## config.mk

```make
export PLATFORM = sky130hd
export DESIGN_NAME = hbp_host_port
export DESIGN_NICKNAME = d
export VERILOG_FILES = /design/src/hbp_pkg.sv /design/src/hbp_lane_decode.sv /design/src/hbp_queue.sv /design/src/hbp_host_port.sv
export SDC_FILE = /design/constraint.sdc
export NUM_CORES = 2
export LEC_CHECK = 0
export BUFFER_PORTS_ARGS = -buffer_cell sky130_fd_sc_hd__buf_2
export CAP_MARGIN = 0
export CORE_UTILIZATION = 49
export DETAILED_ROUTE_END_ITERATION = 16
export HOLD_SLACK_MARGIN = 0.15
export PLACE_DENSITY = 0.65
export SYNTH_ARGS = -nofsm -noshare
export SYNTH_HDL_FRONTEND = slang
export SYNTH_SLANG_ARGS = --single-unit
```

## constraint.sdc

```tcl
create_clock -name mclk -period 10.2 [get_ports mclk]
set_clock_uncertainty 0.1 [all_clocks]
set_input_delay 0.51 -clock mclk [delete_from_list [all_inputs] [get_ports mclk]]
set_output_delay 0.51 -clock mclk [all_outputs]
set_load 0.05 [all_outputs]
```

## src/hbp_pkg.sv

```systemverilog
/*
  hbp_pkg: shared constants and types of the host port block.
  Assumes: a single clock domain; register offsets are byte addresses on AXI4-Lite.
*/
package hbp_pkg;
  // bus and register file geometry
  localparam int ADDR_W = 8;
  localparam int DATA_W = 32;
  localparam int NUM_SRC = 5;
  localparam int SRC_W = 8;
  // queue geometry
  localparam int QUEUE_BYTES = 64;
  localparam int HALF_BYTES = 32;
  localparam int PTR_W = 6;
  localparam logic [PTR_W-1:0] RXLEN_MIN = 6'h02;
  localparam logic [PTR_W-1:0] RXLEN_MAX = 6'h20;
  localparam logic [PTR_W-1:0] RXLEN_RESET = 6'h20;
  // register offsets
  localparam logic [ADDR_W-1:0] OFS_CTRL = 8'h00;
  localparam logic [ADDR_W-1:0] OFS_MODE = 8'h04;
  localparam logic [ADDR_W-1:0] OFS_RXLEN = 8'h08;
  localparam logic [ADDR_W-1:0] OFS_GLOBAL = 8'h0c;
  localparam logic [ADDR_W-1:0] OFS_FIFO = 8'h10;
  localparam logic [ADDR_W-1:0] OFS_LANE = 8'h14;
  localparam logic [ADDR_W-1:0] OFS_SRC = 8'h20;
  localparam logic [ADDR_W-1:0] OFS_MASK = 8'h40;
  localparam int REG_STRIDE = 4;
  // field positions
  localparam int CTRL_VIS_BIT = 0;
  localparam int CTRL_OD_BIT = 1;
  localparam int CTRL_RXREL_BIT = 2;
  localparam int CTRL_TXSEND_BIT = 3;
  localparam int MODE_DS_BIT = 0;
  localparam int MODE_MUX_BIT = 1;
  localparam int MODE_WIDE_BIT = 2;
  localparam int LANE_A0_BIT = 0;
  localparam int LANE_BEN_BIT = 1;
  localparam int EV_RX_FULL_BIT = 0;
  localparam int EV_TX_DONE_BIT = 1;
  localparam int LO_BYTE = 8;
  localparam int HALFWORD = 16;
  // byte counts of one host access
  localparam logic [1:0] BYTES_NONE = 2'h0;
  localparam logic [1:0] BYTES_ONE = 2'h1;
  localparam logic [1:0] BYTES_WORD = 2'h2;
  // axi responses
  localparam logic [1:0] RESP_OKAY = 2'h0;
  localparam logic [1:0] RESP_SLVERR = 2'h2;

  typedef enum logic [1:0] {
    HBP_XFER_NONE,
    HBP_XFER_EVEN,
    HBP_XFER_ODD,
    HBP_XFER_WORD
  } hbp_xfer_t;

  typedef struct packed {
    hbp_xfer_t kind;
    logic [1:0] nbytes;
    logic hi_first;
  } hbp_lane_t;

  typedef struct packed {
    logic ds;
    logic mux;
    logic wide;
  } hbp_mode_t;
endpackage

```

## src/hbp_lane_decode.sv

```systemverilog
/*
  hbp_lane_decode: maps byte enable and address bit zero onto data lanes.
  Assumes: mode is already registered; purely combinational.
*/
`timescale 1ns/10ps
module hbp_lane_decode import hbp_pkg::*; (
  // bus configuration
  input wire hbp_mode_t mode,
  // access qualifiers
  input wire logic addr_bit_zero,
  input wire logic byte_enable_n,
  // result
  output hbp_lane_t lane
);
  // narrow bus always moves one byte on the low lane
  always_comb begin
    lane.kind = HBP_XFER_NONE;
    if (!mode.wide) begin
      lane.kind = addr_bit_zero ? HBP_XFER_ODD : HBP_XFER_EVEN;
    end else begin
      unique case ({byte_enable_n, addr_bit_zero})
        2'b00: lane.kind = HBP_XFER_WORD; // see R2
        2'b01: lane.kind = HBP_XFER_ODD;
        2'b10: lane.kind = HBP_XFER_EVEN;
        2'b11: lane.kind = HBP_XFER_NONE;
      endcase
    end
    unique case (lane.kind)
      HBP_XFER_WORD: lane.nbytes = BYTES_WORD;
      HBP_XFER_NONE: lane.nbytes = BYTES_NONE;
      default: lane.nbytes = BYTES_ONE;
    endcase
    // data-strobe style puts the even byte high, the other style the odd byte
    lane.hi_first = mode.wide && (mode.ds ? (lane.kind != HBP_XFER_ODD)
                                          : (lane.kind == HBP_XFER_ODD)); // see R2
  end
endmodule // hbp_lane_decode

```

## src/hbp_queue.sv

```systemverilog
/*
  hbp_queue: byte queue split in two halves, host owns one, line side the other.
  Assumes: host write and host read never in the same cycle; swap is a pulse.
*/
`timescale 1ns/10ps
module hbp_queue import hbp_pkg::*; #(
  parameter int DEPTH = QUEUE_BYTES,
  parameter int HALF = HALF_BYTES,
  parameter int PW = PTR_W
) (
  // clock and reset
  input wire logic mclk,
  input wire logic rst_n,
  input wire logic ce,
  // control
  input wire logic [PW-1:0] limit,
  input wire logic swap,
  // host side
  input wire logic host_wr,
  input wire logic host_rd,
  input wire logic [1:0] host_n,
  input wire logic [15:0] host_wdata,
  output logic [15:0] host_rdata,
  // line side
  input wire logic line_wr,
  input wire logic [7:0] line_wdata,
  input wire logic line_rd,
  output logic line_ready,
  output logic line_valid,
  output logic [7:0] line_rdata,
  output logic line_full_ev,
  output logic line_empty_ev
);
  localparam int OW = $clog2(HALF);
  logic [7:0] mem [DEPTH];
  logic half;
  logic [PW-1:0] hptr, lptr, hlen, llen, hp1, bound, next_lptr, next_llen;
  logic h_ok0, h_ok1, l_wr, l_rd, next_half;

  // only the host half is ever touched by the host
  assign hp1 = hptr + PW'(1);
  assign bound = host_wr ? limit : hlen;
  assign h_ok0 = (host_wr || host_rd) && host_n != BYTES_NONE && hptr < bound;
  assign h_ok1 = (host_wr || host_rd) && host_n == BYTES_WORD && hp1 < bound;
  assign host_rdata = {(hp1 < hlen) ? mem[{half, hp1[OW-1:0]}] : 8'h00,
                       (hptr < hlen) ? mem[{half, hptr[OW-1:0]}] : 8'h00};
  assign l_wr = line_wr && lptr < limit;
  assign l_rd = line_rd && lptr < llen;
  assign next_half = swap ? ~half : half;
  assign next_lptr = swap ? '0 : lptr + PW'(l_wr || l_rd);
  assign next_llen = swap ? hptr : llen;

  // storage, line side writes the half the host cannot see
  always_ff @(posedge mclk) begin
    if (ce) begin
      if (h_ok0 && host_wr) begin
        mem[{half, hptr[OW-1:0]}] <= host_wdata[7:0];
      end
      if (h_ok1 && host_wr) begin
        mem[{half, hp1[OW-1:0]}] <= host_wdata[15:8];
      end
      if (l_wr) begin
        mem[{~half, lptr[OW-1:0]}] <= line_wdata;
      end
    end
  end

  // pointers and line flags; flags look one cycle ahead so they never go stale
  always_ff @(posedge mclk) begin
    if (!rst_n) begin
      half <= 1'b0;
      hptr <= '0;
      lptr <= '0;
      hlen <= '0;
      llen <= '0;
      line_ready <= 1'b0;
      line_valid <= 1'b0;
      line_rdata <= 8'h00;
      line_full_ev <= 1'b0;
      line_empty_ev <= 1'b0;
    end else if (ce) begin
      half <= next_half;
      lptr <= next_lptr;
      llen <= next_llen;
      if (swap) begin
        hptr <= '0;
        hlen <= lptr;
      end else begin
        hptr <= hptr + PW'(h_ok0) + PW'(h_ok1);
      end
      line_ready <= next_lptr < limit;
      line_valid <= next_lptr < next_llen;
      line_rdata <= mem[{~next_half, next_lptr[OW-1:0]}];
      line_full_ev <= l_wr && lptr + PW'(1) == limit;
      line_empty_ev <= l_rd && lptr + PW'(1) == llen;
    end
  end
endmodule // hbp_queue

```

## src/hbp_host_port.sv

```systemverilog
/*
  hbp_host_port: host port of the framer with byte/word queues and interrupt logic.
  Assumes: one clock, synchronous inputs, AXI4-Lite master with one access at a time.
*/
// The AXI4-Lite register port and the register addresses were left to the implementer.
// Functional notes
// two bus styles, 8 or 16 bits wide
// strobe style lanes from byte enable, A0
// data-strobe style lanes from lane select, A0
// style and multiplexing from select and strobe
// 64-byte queues, only one 32-byte half visible
// byte and word queue accesses mix freely
// word queue access only with wide strap
// receive half length programmable 32 down to 2
// one interrupt pin, open-drain or push-pull
// source status registers clear on read
// mask bit blocks interrupt and status bit
// global register points at pending sources
// host reads global first, then source
// interrupt drops once all pending read away
// status updates blocked only during reads
// global holds one flag per source
// visible mode shows masked bits, no interrupt
// events during a read kept for later
`timescale 1ns/10ps
module hbp_host_port import hbp_pkg::*; (
  // clock, reset, enable
  input wire logic mclk,
  input wire logic rst_n,
  input wire logic ce,
  // axi4-lite write channels
  input wire logic [ADDR_W-1:0] awaddr,
  input wire logic awvalid,
  output logic awready,
  input wire logic [DATA_W-1:0] wdata,
  input wire logic [3:0] wstrb,
  input wire logic wvalid,
  output logic wready,
  output logic [1:0] bresp,
  output logic bvalid,
  input wire logic bready,
  // axi4-lite read channels
  input wire logic [ADDR_W-1:0] araddr,
  input wire logic arvalid,
  output logic arready,
  output logic [DATA_W-1:0] rdata,
  output logic [1:0] rresp,
  output logic rvalid,
  input wire logic rready,
  // bus configuration straps
  input wire logic bus_style_select,
  input wire logic bus_width_strap,
  input wire logic host_latch_strobe,
  // event sources of the device
  input wire logic [NUM_SRC-1:0][SRC_W-1:0] src_event,
  // receive line side
  input wire logic rx_line_valid,
  input wire logic [7:0] rx_line_data,
  output logic rx_line_ready,
  // transmit line side
  output logic tx_line_valid,
  output logic [7:0] tx_line_data,
  input wire logic tx_line_take,
  // interrupt
  output logic irq,
  output logic irq_n_out,
  output logic irq_oe
);
  hbp_mode_t mode;
  hbp_lane_t lane;
  logic strobe_last, strobe_primed, strobe_seen;
  logic aw_held, w_held, wr_lo, wr_fire, wr_hit, rd_hit;
  logic [ADDR_W-1:0] wr_addr;
  logic [DATA_W-1:0] wr_data, rd_mux;
  logic aw_ok, w_ok, ar_ok, rd_fifo, wr_fifo;
  logic masked_visible_ctrl, irq_pin_config;
  logic addr_bit_zero, byte_enable_n;
  logic [PTR_W-1:0] rx_len, len_req;
  logic rx_swap, tx_swap, rx_full_ev, tx_empty_ev;
  logic [15:0] fifo_wb, rx_raw, fifo_rd16;
  logic [NUM_SRC-1:0][SRC_W-1:0] source_status_regs, source_mask_regs, held_ev;
  logic [NUM_SRC-1:0][SRC_W-1:0] ev, gated_ev;
  logic [NUM_SRC-1:0] rd_src, wr_mask, pend_next, global_pointer_status;

  assign aw_ok = awvalid && awready;
  assign w_ok = wvalid && wready;
  assign ar_ok = arvalid && arready;
  assign wr_fire = aw_held && w_held && !bvalid;

  // bus style from the select strap; a moving latch strobe means multiplexed, in strobe style only
  always_ff @(posedge mclk) begin
    if (!rst_n) begin
      strobe_last <= 1'b0;
      strobe_primed <= 1'b0;
      strobe_seen <= 1'b0;
      mode <= '0;
    end else if (ce) begin
      strobe_last <= host_latch_strobe;
      strobe_primed <= 1'b1;
      if (strobe_primed && strobe_last != host_latch_strobe) begin
        strobe_seen <= 1'b1;
      end
      mode.ds <= bus_style_select; // see R1
      mode.mux <= strobe_seen && !bus_style_select;
      mode.wide <= bus_width_strap; // see R1
    end
  end

  // write channels, address and data taken in either order
  always_ff @(posedge mclk) begin
    if (!rst_n) begin
      awready <= 1'b1;
      wready <= 1'b1;
      aw_held <= 1'b0;
      w_held <= 1'b0;
      wr_addr <= '0;
      wr_data <= '0;
      wr_lo <= 1'b0;
      bvalid <= 1'b0;
      bresp <= RESP_OKAY;
    end else if (ce) begin
      if (aw_ok) begin
        awready <= 1'b0;
        aw_held <= 1'b1;
        wr_addr <= awaddr;
      end
      if (w_ok) begin
        wready <= 1'b0;
        w_held <= 1'b1;
        wr_data <= wdata;
        wr_lo <= wstrb[0];
      end
      if (wr_fire) begin
        aw_held <= 1'b0;
        w_held <= 1'b0;
        bvalid <= 1'b1;
        bresp <= wr_hit ? RESP_OKAY : RESP_SLVERR;
      end
      // ready only returns after the response, so one write at a time
      if (bvalid && bready) begin
        bvalid <= 1'b0;
        awready <= 1'b1;
        wready <= 1'b1;
      end
    end
  end

  // write decode
  always_comb begin
    wr_hit = wr_addr inside {OFS_CTRL, OFS_MODE, OFS_RXLEN, OFS_GLOBAL, OFS_FIFO, OFS_LANE};
    for (int i = 0; i < NUM_SRC; i++) begin
      wr_mask[i] = wr_fire && wr_lo && wr_addr == ADDR_W'(OFS_SRC + REG_STRIDE * i);
      if (wr_addr == ADDR_W'(OFS_MASK + REG_STRIDE * i)
          || wr_addr == ADDR_W'(OFS_SRC + REG_STRIDE * i)) begin
        wr_hit = 1'b1;
      end
    end
    for (int i = 0; i < NUM_SRC; i++) begin
      wr_mask[i] = wr_fire && wr_lo && wr_addr == ADDR_W'(OFS_MASK + REG_STRIDE * i);
    end
  end

  // control, lane select, length and masks
  assign len_req = wr_data[PTR_W-1:0];
  always_ff @(posedge mclk) begin
    if (!rst_n) begin
      masked_visible_ctrl <= 1'b0;
      irq_pin_config <= 1'b0;
      addr_bit_zero <= 1'b0;
      byte_enable_n <= 1'b0;
      rx_len <= RXLEN_RESET;
      source_mask_regs <= '0;
    end else if (ce && wr_fire && wr_lo) begin
      if (wr_addr == OFS_CTRL) begin
        masked_visible_ctrl <= wr_data[CTRL_VIS_BIT];
        irq_pin_config <= wr_data[CTRL_OD_BIT];
      end
      if (wr_addr == OFS_LANE) begin
        addr_bit_zero <= wr_data[LANE_A0_BIT];
        byte_enable_n <= wr_data[LANE_BEN_BIT];
      end
      // out-of-range lengths are clamped rather than refused
      if (wr_addr == OFS_RXLEN) begin
        rx_len <= (len_req < RXLEN_MIN) ? RXLEN_MIN :
                  (len_req > RXLEN_MAX) ? RXLEN_MAX : len_req;
      end
      for (int i = 0; i < NUM_SRC; i++) begin
        if (wr_mask[i]) begin
          source_mask_regs[i] <= wr_data[SRC_W-1:0];
        end
      end
    end
  end

  // commands and queue access strobes
  assign rx_swap = wr_fire && wr_lo && wr_addr == OFS_CTRL && wr_data[CTRL_RXREL_BIT];
  assign tx_swap = wr_fire && wr_lo && wr_addr == OFS_CTRL && wr_data[CTRL_TXSEND_BIT];
  assign wr_fifo = wr_fire && wr_lo && wr_addr == OFS_FIFO;
  assign rd_fifo = ar_ok && araddr == OFS_FIFO;

  hbp_lane_decode u_lane (
    .mode(mode),
    .addr_bit_zero(addr_bit_zero),
    .byte_enable_n(byte_enable_n),
    .lane(lane)
  );

  // first queue byte sits on the lane the style dictates
  assign fifo_wb = lane.hi_first ? {wr_data[LO_BYTE-1:0], wr_data[HALFWORD-1:LO_BYTE]}
                                 : wr_data[HALFWORD-1:0]; // see R2
  always_comb begin
    unique case (lane.nbytes)
      BYTES_WORD: fifo_rd16 = lane.hi_first ? {rx_raw[7:0], rx_raw[15:8]} : rx_raw;
      BYTES_ONE: fifo_rd16 = lane.hi_first ? {rx_raw[7:0], 8'h00} : {8'h00, rx_raw[7:0]};
      default: fifo_rd16 = 16'h0000;
    endcase
  end

  hbp_queue u_rx_queue (
    .mclk(mclk), .rst_n(rst_n), .ce(ce),
    .limit(rx_len), .swap(rx_swap),
    .host_wr(1'b0), .host_rd(rd_fifo), .host_n(lane.nbytes), // see R6
    .host_wdata(16'h0000), .host_rdata(rx_raw),
    .line_wr(rx_line_valid && rx_line_ready), .line_wdata(rx_line_data),
    .line_rd(1'b0), .line_ready(rx_line_ready), .line_valid(),
    .line_rdata(), .line_full_ev(rx_full_ev), .line_empty_ev()
  );

  hbp_queue u_tx_queue (
    .mclk(mclk), .rst_n(rst_n), .ce(ce),
    .limit(RXLEN_MAX), .swap(tx_swap),
    .host_wr(wr_fifo), .host_rd(1'b0), .host_n(lane.nbytes), // see R6
    .host_wdata(fifo_wb), .host_rdata(),
    .line_wr(1'b0), .line_wdata(8'h00),
    .line_rd(tx_line_take && tx_line_valid), .line_ready(),
    .line_valid(tx_line_valid), .line_rdata(tx_line_data),
    .line_full_ev(), .line_empty_ev(tx_empty_ev)
  );

  // read decode
  always_comb begin
    rd_mux = '0;
    rd_hit = 1'b1;
    rd_src = '0;
    unique case (araddr)
      OFS_CTRL: begin
        rd_mux[CTRL_VIS_BIT] = masked_visible_ctrl;
        rd_mux[CTRL_OD_BIT] = irq_pin_config;
      end
      OFS_MODE: begin
        rd_mux[MODE_DS_BIT] = mode.ds;
        rd_mux[MODE_MUX_BIT] = mode.mux;
        rd_mux[MODE_WIDE_BIT] = mode.wide;
      end
      OFS_RXLEN: rd_mux[PTR_W-1:0] = rx_len;
      OFS_GLOBAL: rd_mux[NUM_SRC-1:0] = global_pointer_status;
      OFS_FIFO: rd_mux[HALFWORD-1:0] = fifo_rd16;
      OFS_LANE: begin
        rd_mux[LANE_A0_BIT] = addr_bit_zero;
        rd_mux[LANE_BEN_BIT] = byte_enable_n;
      end
      default: begin
        rd_hit = 1'b0;
        for (int i = 0; i < NUM_SRC; i++) begin
          if (araddr == ADDR_W'(OFS_SRC + REG_STRIDE * i)) begin
            rd_mux[SRC_W-1:0] = source_status_regs[i];
            rd_src[i] = ar_ok;
            rd_hit = 1'b1;
          end
          if (araddr == ADDR_W'(OFS_MASK + REG_STRIDE * i)) begin
            rd_mux[SRC_W-1:0] = source_mask_regs[i];
            rd_hit = 1'b1;
          end
        end
      end
    endcase
  end

  // read channels
  always_ff @(posedge mclk) begin
    if (!rst_n) begin
      arready <= 1'b1;
      rvalid <= 1'b0;
      rdata <= '0;
      rresp <= RESP_OKAY;
    end else if (ce) begin
      if (ar_ok) begin
        arready <= 1'b0;
        rvalid <= 1'b1;
        rdata <= rd_mux;
        rresp <= rd_hit ? RESP_OKAY : RESP_SLVERR;
      end else if (rvalid && rready) begin
        rvalid <= 1'b0;
        arready <= 1'b1;
      end
    end
  end

  // events, masked ones dropped unless visible mode
  always_comb begin
    ev = src_event;
    ev[0][EV_RX_FULL_BIT] = src_event[0][EV_RX_FULL_BIT] | rx_full_ev;
    ev[0][EV_TX_DONE_BIT] = src_event[0][EV_TX_DONE_BIT] | tx_empty_ev;
    for (int i = 0; i < NUM_SRC; i++) begin
      gated_ev[i] = masked_visible_ctrl ? ev[i] : ev[i] & ~source_mask_regs[i]; // see R11
      pend_next[i] = |(source_status_regs[i] & ~source_mask_regs[i]); // see R16
    end
  end

  // sticky status; any read parks new events, merged once the read is over
  always_ff @(posedge mclk) begin
    if (!rst_n) begin
      source_status_regs <= '0;
      held_ev <= '0;
    end else if (ce) begin
      if (ar_ok) begin
        held_ev <= held_ev | gated_ev; // see R15
        for (int i = 0; i < NUM_SRC; i++) begin
          if (rd_src[i]) begin
            source_status_regs[i] <= '0; // see R10
          end
        end
      end else begin
        source_status_regs <= source_status_regs | held_ev | gated_ev;
        held_ev <= '0;
      end
    end
  end

  // global pointer and pin; frozen during reads like the status registers
  always_ff @(posedge mclk) begin
    if (!rst_n) begin
      global_pointer_status <= '0;
      irq <= 1'b0;
      irq_n_out <= 1'b1;
      irq_oe <= 1'b0;
    end else if (ce && !ar_ok) begin
      global_pointer_status <= pend_next; // see R12 see R13
      irq <= |pend_next; // see R9
      irq_n_out <= irq_pin_config ? 1'b0 : ~(|pend_next);
      irq_oe <= irq_pin_config ? |pend_next : 1'b1;
    end
  end
endmodule // hbp_host_port

```

==> impl_metrics.tcl <==
set metrics [dict create \
    yosys.area.top_type "edfxtp_1" \
    crit_arrival_ns 6.73 \
    async_reset_ff_share_pct 0 \
    synth.distinct_cells 87 \
    rows 132 \
    utilization_pct 55.8 \
    vdd_ir_drop_max_mv 0.154 \
    fp.dieH_um 365 \
    h-tree-depth 4 \
    clock_sinks 1274 \
    initial_core_util_pct 49.6 \
    synth_edf_count 1024 \
    synth-seq-cells 1274 \
    synth_flop_cell "edfxtp_1" \
    timing.critical_path.buf_inv 2 \
    rsz0062_at_grt "no" \
    cp_slowest_cell "o311ai_0" \
    critPathTopFamily "compound AO/OA/AOI/OAI gates" \
    antenna_found_initial 3 \
    drv_slew 0 \
    r2r_setup_slack_ns 4.11 \
    drtAntennaViolNets 0 \
    syn_area_um2 64400 \
    drt_pass1_iterations 6 \
    tns_ns 0 \
    drive_gt1_share_pct 17.4 \
    hold_viol_final 0 \
    synth_top_area_share_pct 47.7 \
    crit_chain "ha_1 > nor2b_1 > o21a_1 > o21a_1 > o21a_1 > o21ai_0 > and4b_1 > ha_4 > ha_1 > xor2_1 > nand2_1 > inv_2 > buf_4 > nand2_2 > o311ai_0 > a21oi_1 > a2111oi_0 > a22o_1" \
    track_usage_pct 29.3 \
    path_max_fanout 54 \
    cpPeakStageDelay_ns 1.21 \
    postSynthCellCount 4945 \
    clockBufferDepth 3 \
    grt_pass1_wl_mm 286 \
    cp-end-kind "flip-flop" \
    clock-root-buffer "clkbuf_16" \
    seq_area_frac_synth_pct 55.5 \
    grt_overflow_total 0 \
    path_clk_slew_ns 0.06 \
    io_pins 167 \
    synth_warnings 0 \
    syn2layout_area_growth_pct 12.5 \
    routabilityCongestion 0.979 \
    finalCriticalPeriod_ns 6.09 \
    crit_top_cell "o21a_1" \
    dp_hpwl_mm 124 \
    setup_viol_count_final 0 \
    syn_avg_cell_area_um2 13.0 \
    cellPowerDensity_nw_per_um2 156 \
    synthTopCellsByArea "edfxtp_1, mux2i_1, mux4_2" \
    fmax_mhz 164 \
    final_cell_mix "edfxtp_1, mux2i_1, nand2_1" \
    dieArea_um2 133000 \
    min_path_type "primary input to flip-flop" \
    mostFrequentLayoutCell "edfxtp_1" \
    via_per_inst 6.45 \
    drt_wl_total_mm 196 \
    grt_max_degree 137 \
    cts_buffers 143 \
    clkLatencyLatePin_ns 0.81 \
    relSlewSlack_pct 8.52 \
    grt_pass1_vias 42700 \
    leakagePower_nw 23.3 \
    via_count 44600 \
    max_cap_violations 0 \
    crit_type "flip-flop to flip-flop" \
    tightestPinTransition_ns 1.34 \
    chipWidth_um 365 \
    drt_iter0_drc 5317 \
    required_ns 10.83 \
    status "complete, no violations" \
    routedWlPerCell_um 28.4 \
    postCtsSetupBuffers 0 \
    nNetsFinal 5219 \
    cts_tree "done" \
    drcViolationCount 0 \
    port_buffers 129 \
    core_um2 130000 \
    holdWs_ns 0.180 \
    fin_crit_sh_pct 59.7 \
    critPathLaunchType "flip-flop" \
]
==> area by class of cell <==
type / count / area (um^2)
fillers: 10500 / 57500
flip-flops and latches: 1274 / 35800
multi-input cells: 3198 / 27000
clock buffers: 182 / 3870
repair buffers: 344 / 2490
well taps: 1742 / 2180
clock inverters: 79 / 830
inverters: 88 / 332
diodes: 1 / 2.50
==> sequential cells by signal, indices dropped and copies added (netlist names), 6 cells and up <==
signal / cells
rx_len: 6
u_tx_queue.lptr: 6
rdata: 16
wr_addr: 8
u_tx_queue.llen: 6
source_status_regs: 40
u_tx_queue.hptr: 6
wr_data: 16
source_mask_regs: 40
u_tx_queue.line_rdata: 8
u_rx_queue.hptr: 6
held_ev: 40
u_rx_queue.hlen: 6
u_tx_queue.hlen: 6
u_tx_queue.mem: 512
u_rx_queue.mem: 512
u_rx_queue.lptr: 6
==> synthesized netlist by cell type (all sizes together), types with 18 or more instances <==
master and n:
a21boi 69, a221oi 20, ha 55, nor2 390
and3 20, nor2b 52, a22oi 30, clkbuf 285
nor3 80, a21oi 213, o21ai 84, nor4 25
mux2i 678, xor2 23, o22ai 41, dfxtp 250
a31oi 30, edfxtp 1024, o211ai 33, nand2 523
and2 25, inv 85, buf 117, nand3 123
mux4 292, xnor2 18, o221ai 96, o31ai 68
==> worst paths after layout <==
check,startpoint,end,depth (start not counted)
max reg2reg,u_tx_queue.lptr[1],u_tx_queue.line_rdata[2],18
min,ce,arready,3
min reg2reg,u_rx_queue.hlen[3],u_rx_queue.hlen[3],2
max,u_tx_queue.lptr[1],u_tx_queue.line_rdata[2],18
==> stage by stage <==
step                setup slack, ns  cells  instance area (um^2)  total power, W
finish                         4.11   6908                 72500          0.0113
global route                   3.87   6907                 72500          0.0116
CTS                            4.26   6907                 72500          0.0114
detailed placement             4.35   6570                 67000         0.00621
global placement               4.34   6570                 67000         0.00620
floorplan                      6.21   4962                 64500         0.00603
==> worst min-delay path, cell delays in order <==
cell and delay [ns]:
buf_4 0.22, a31oi_1 0.19, o21ai_0 0.08
==> routing by layer <==
layer / GRT usage (%) / wire (um) / vias up
li1: - / - / 19200
met1: 41.9 / 81700 / 22700
met2: 44.0 / 87900 / 2299
met3: 7.66 / 21200 / 354
met4: 8.40 / 5240 / 2
met5: 0 / 7 / -
==> timing repair <==
item | in CTS | in global routing
hold buffers | 76 | 0
setup endpoints to repair | 0 | 0
hold endpoints to repair | 114 | 0
gates resized for setup | 0 | 0
==> where the power goes <==
part           internal, W  switching, W  total (W)
clock network      0.00299       0.00220    0.00518
logic             0.000138      0.000321   0.000459
registers          0.00564     0.0000370    0.00567
==> cell families after synthesis <==
kind of cell             synth area share [%]
flip-flops                               55.5
multiplexers                             20.8
buffers and inverters                    3.23
AND/OR/NAND/NOR                          10.3
AO/OA/AOI/OAI                            8.47
other                                 0.00582
XOR/XNOR                                0.557
adder cells (fa/ha/maj)                  1.13
Power figures use the tool's default switching activity.
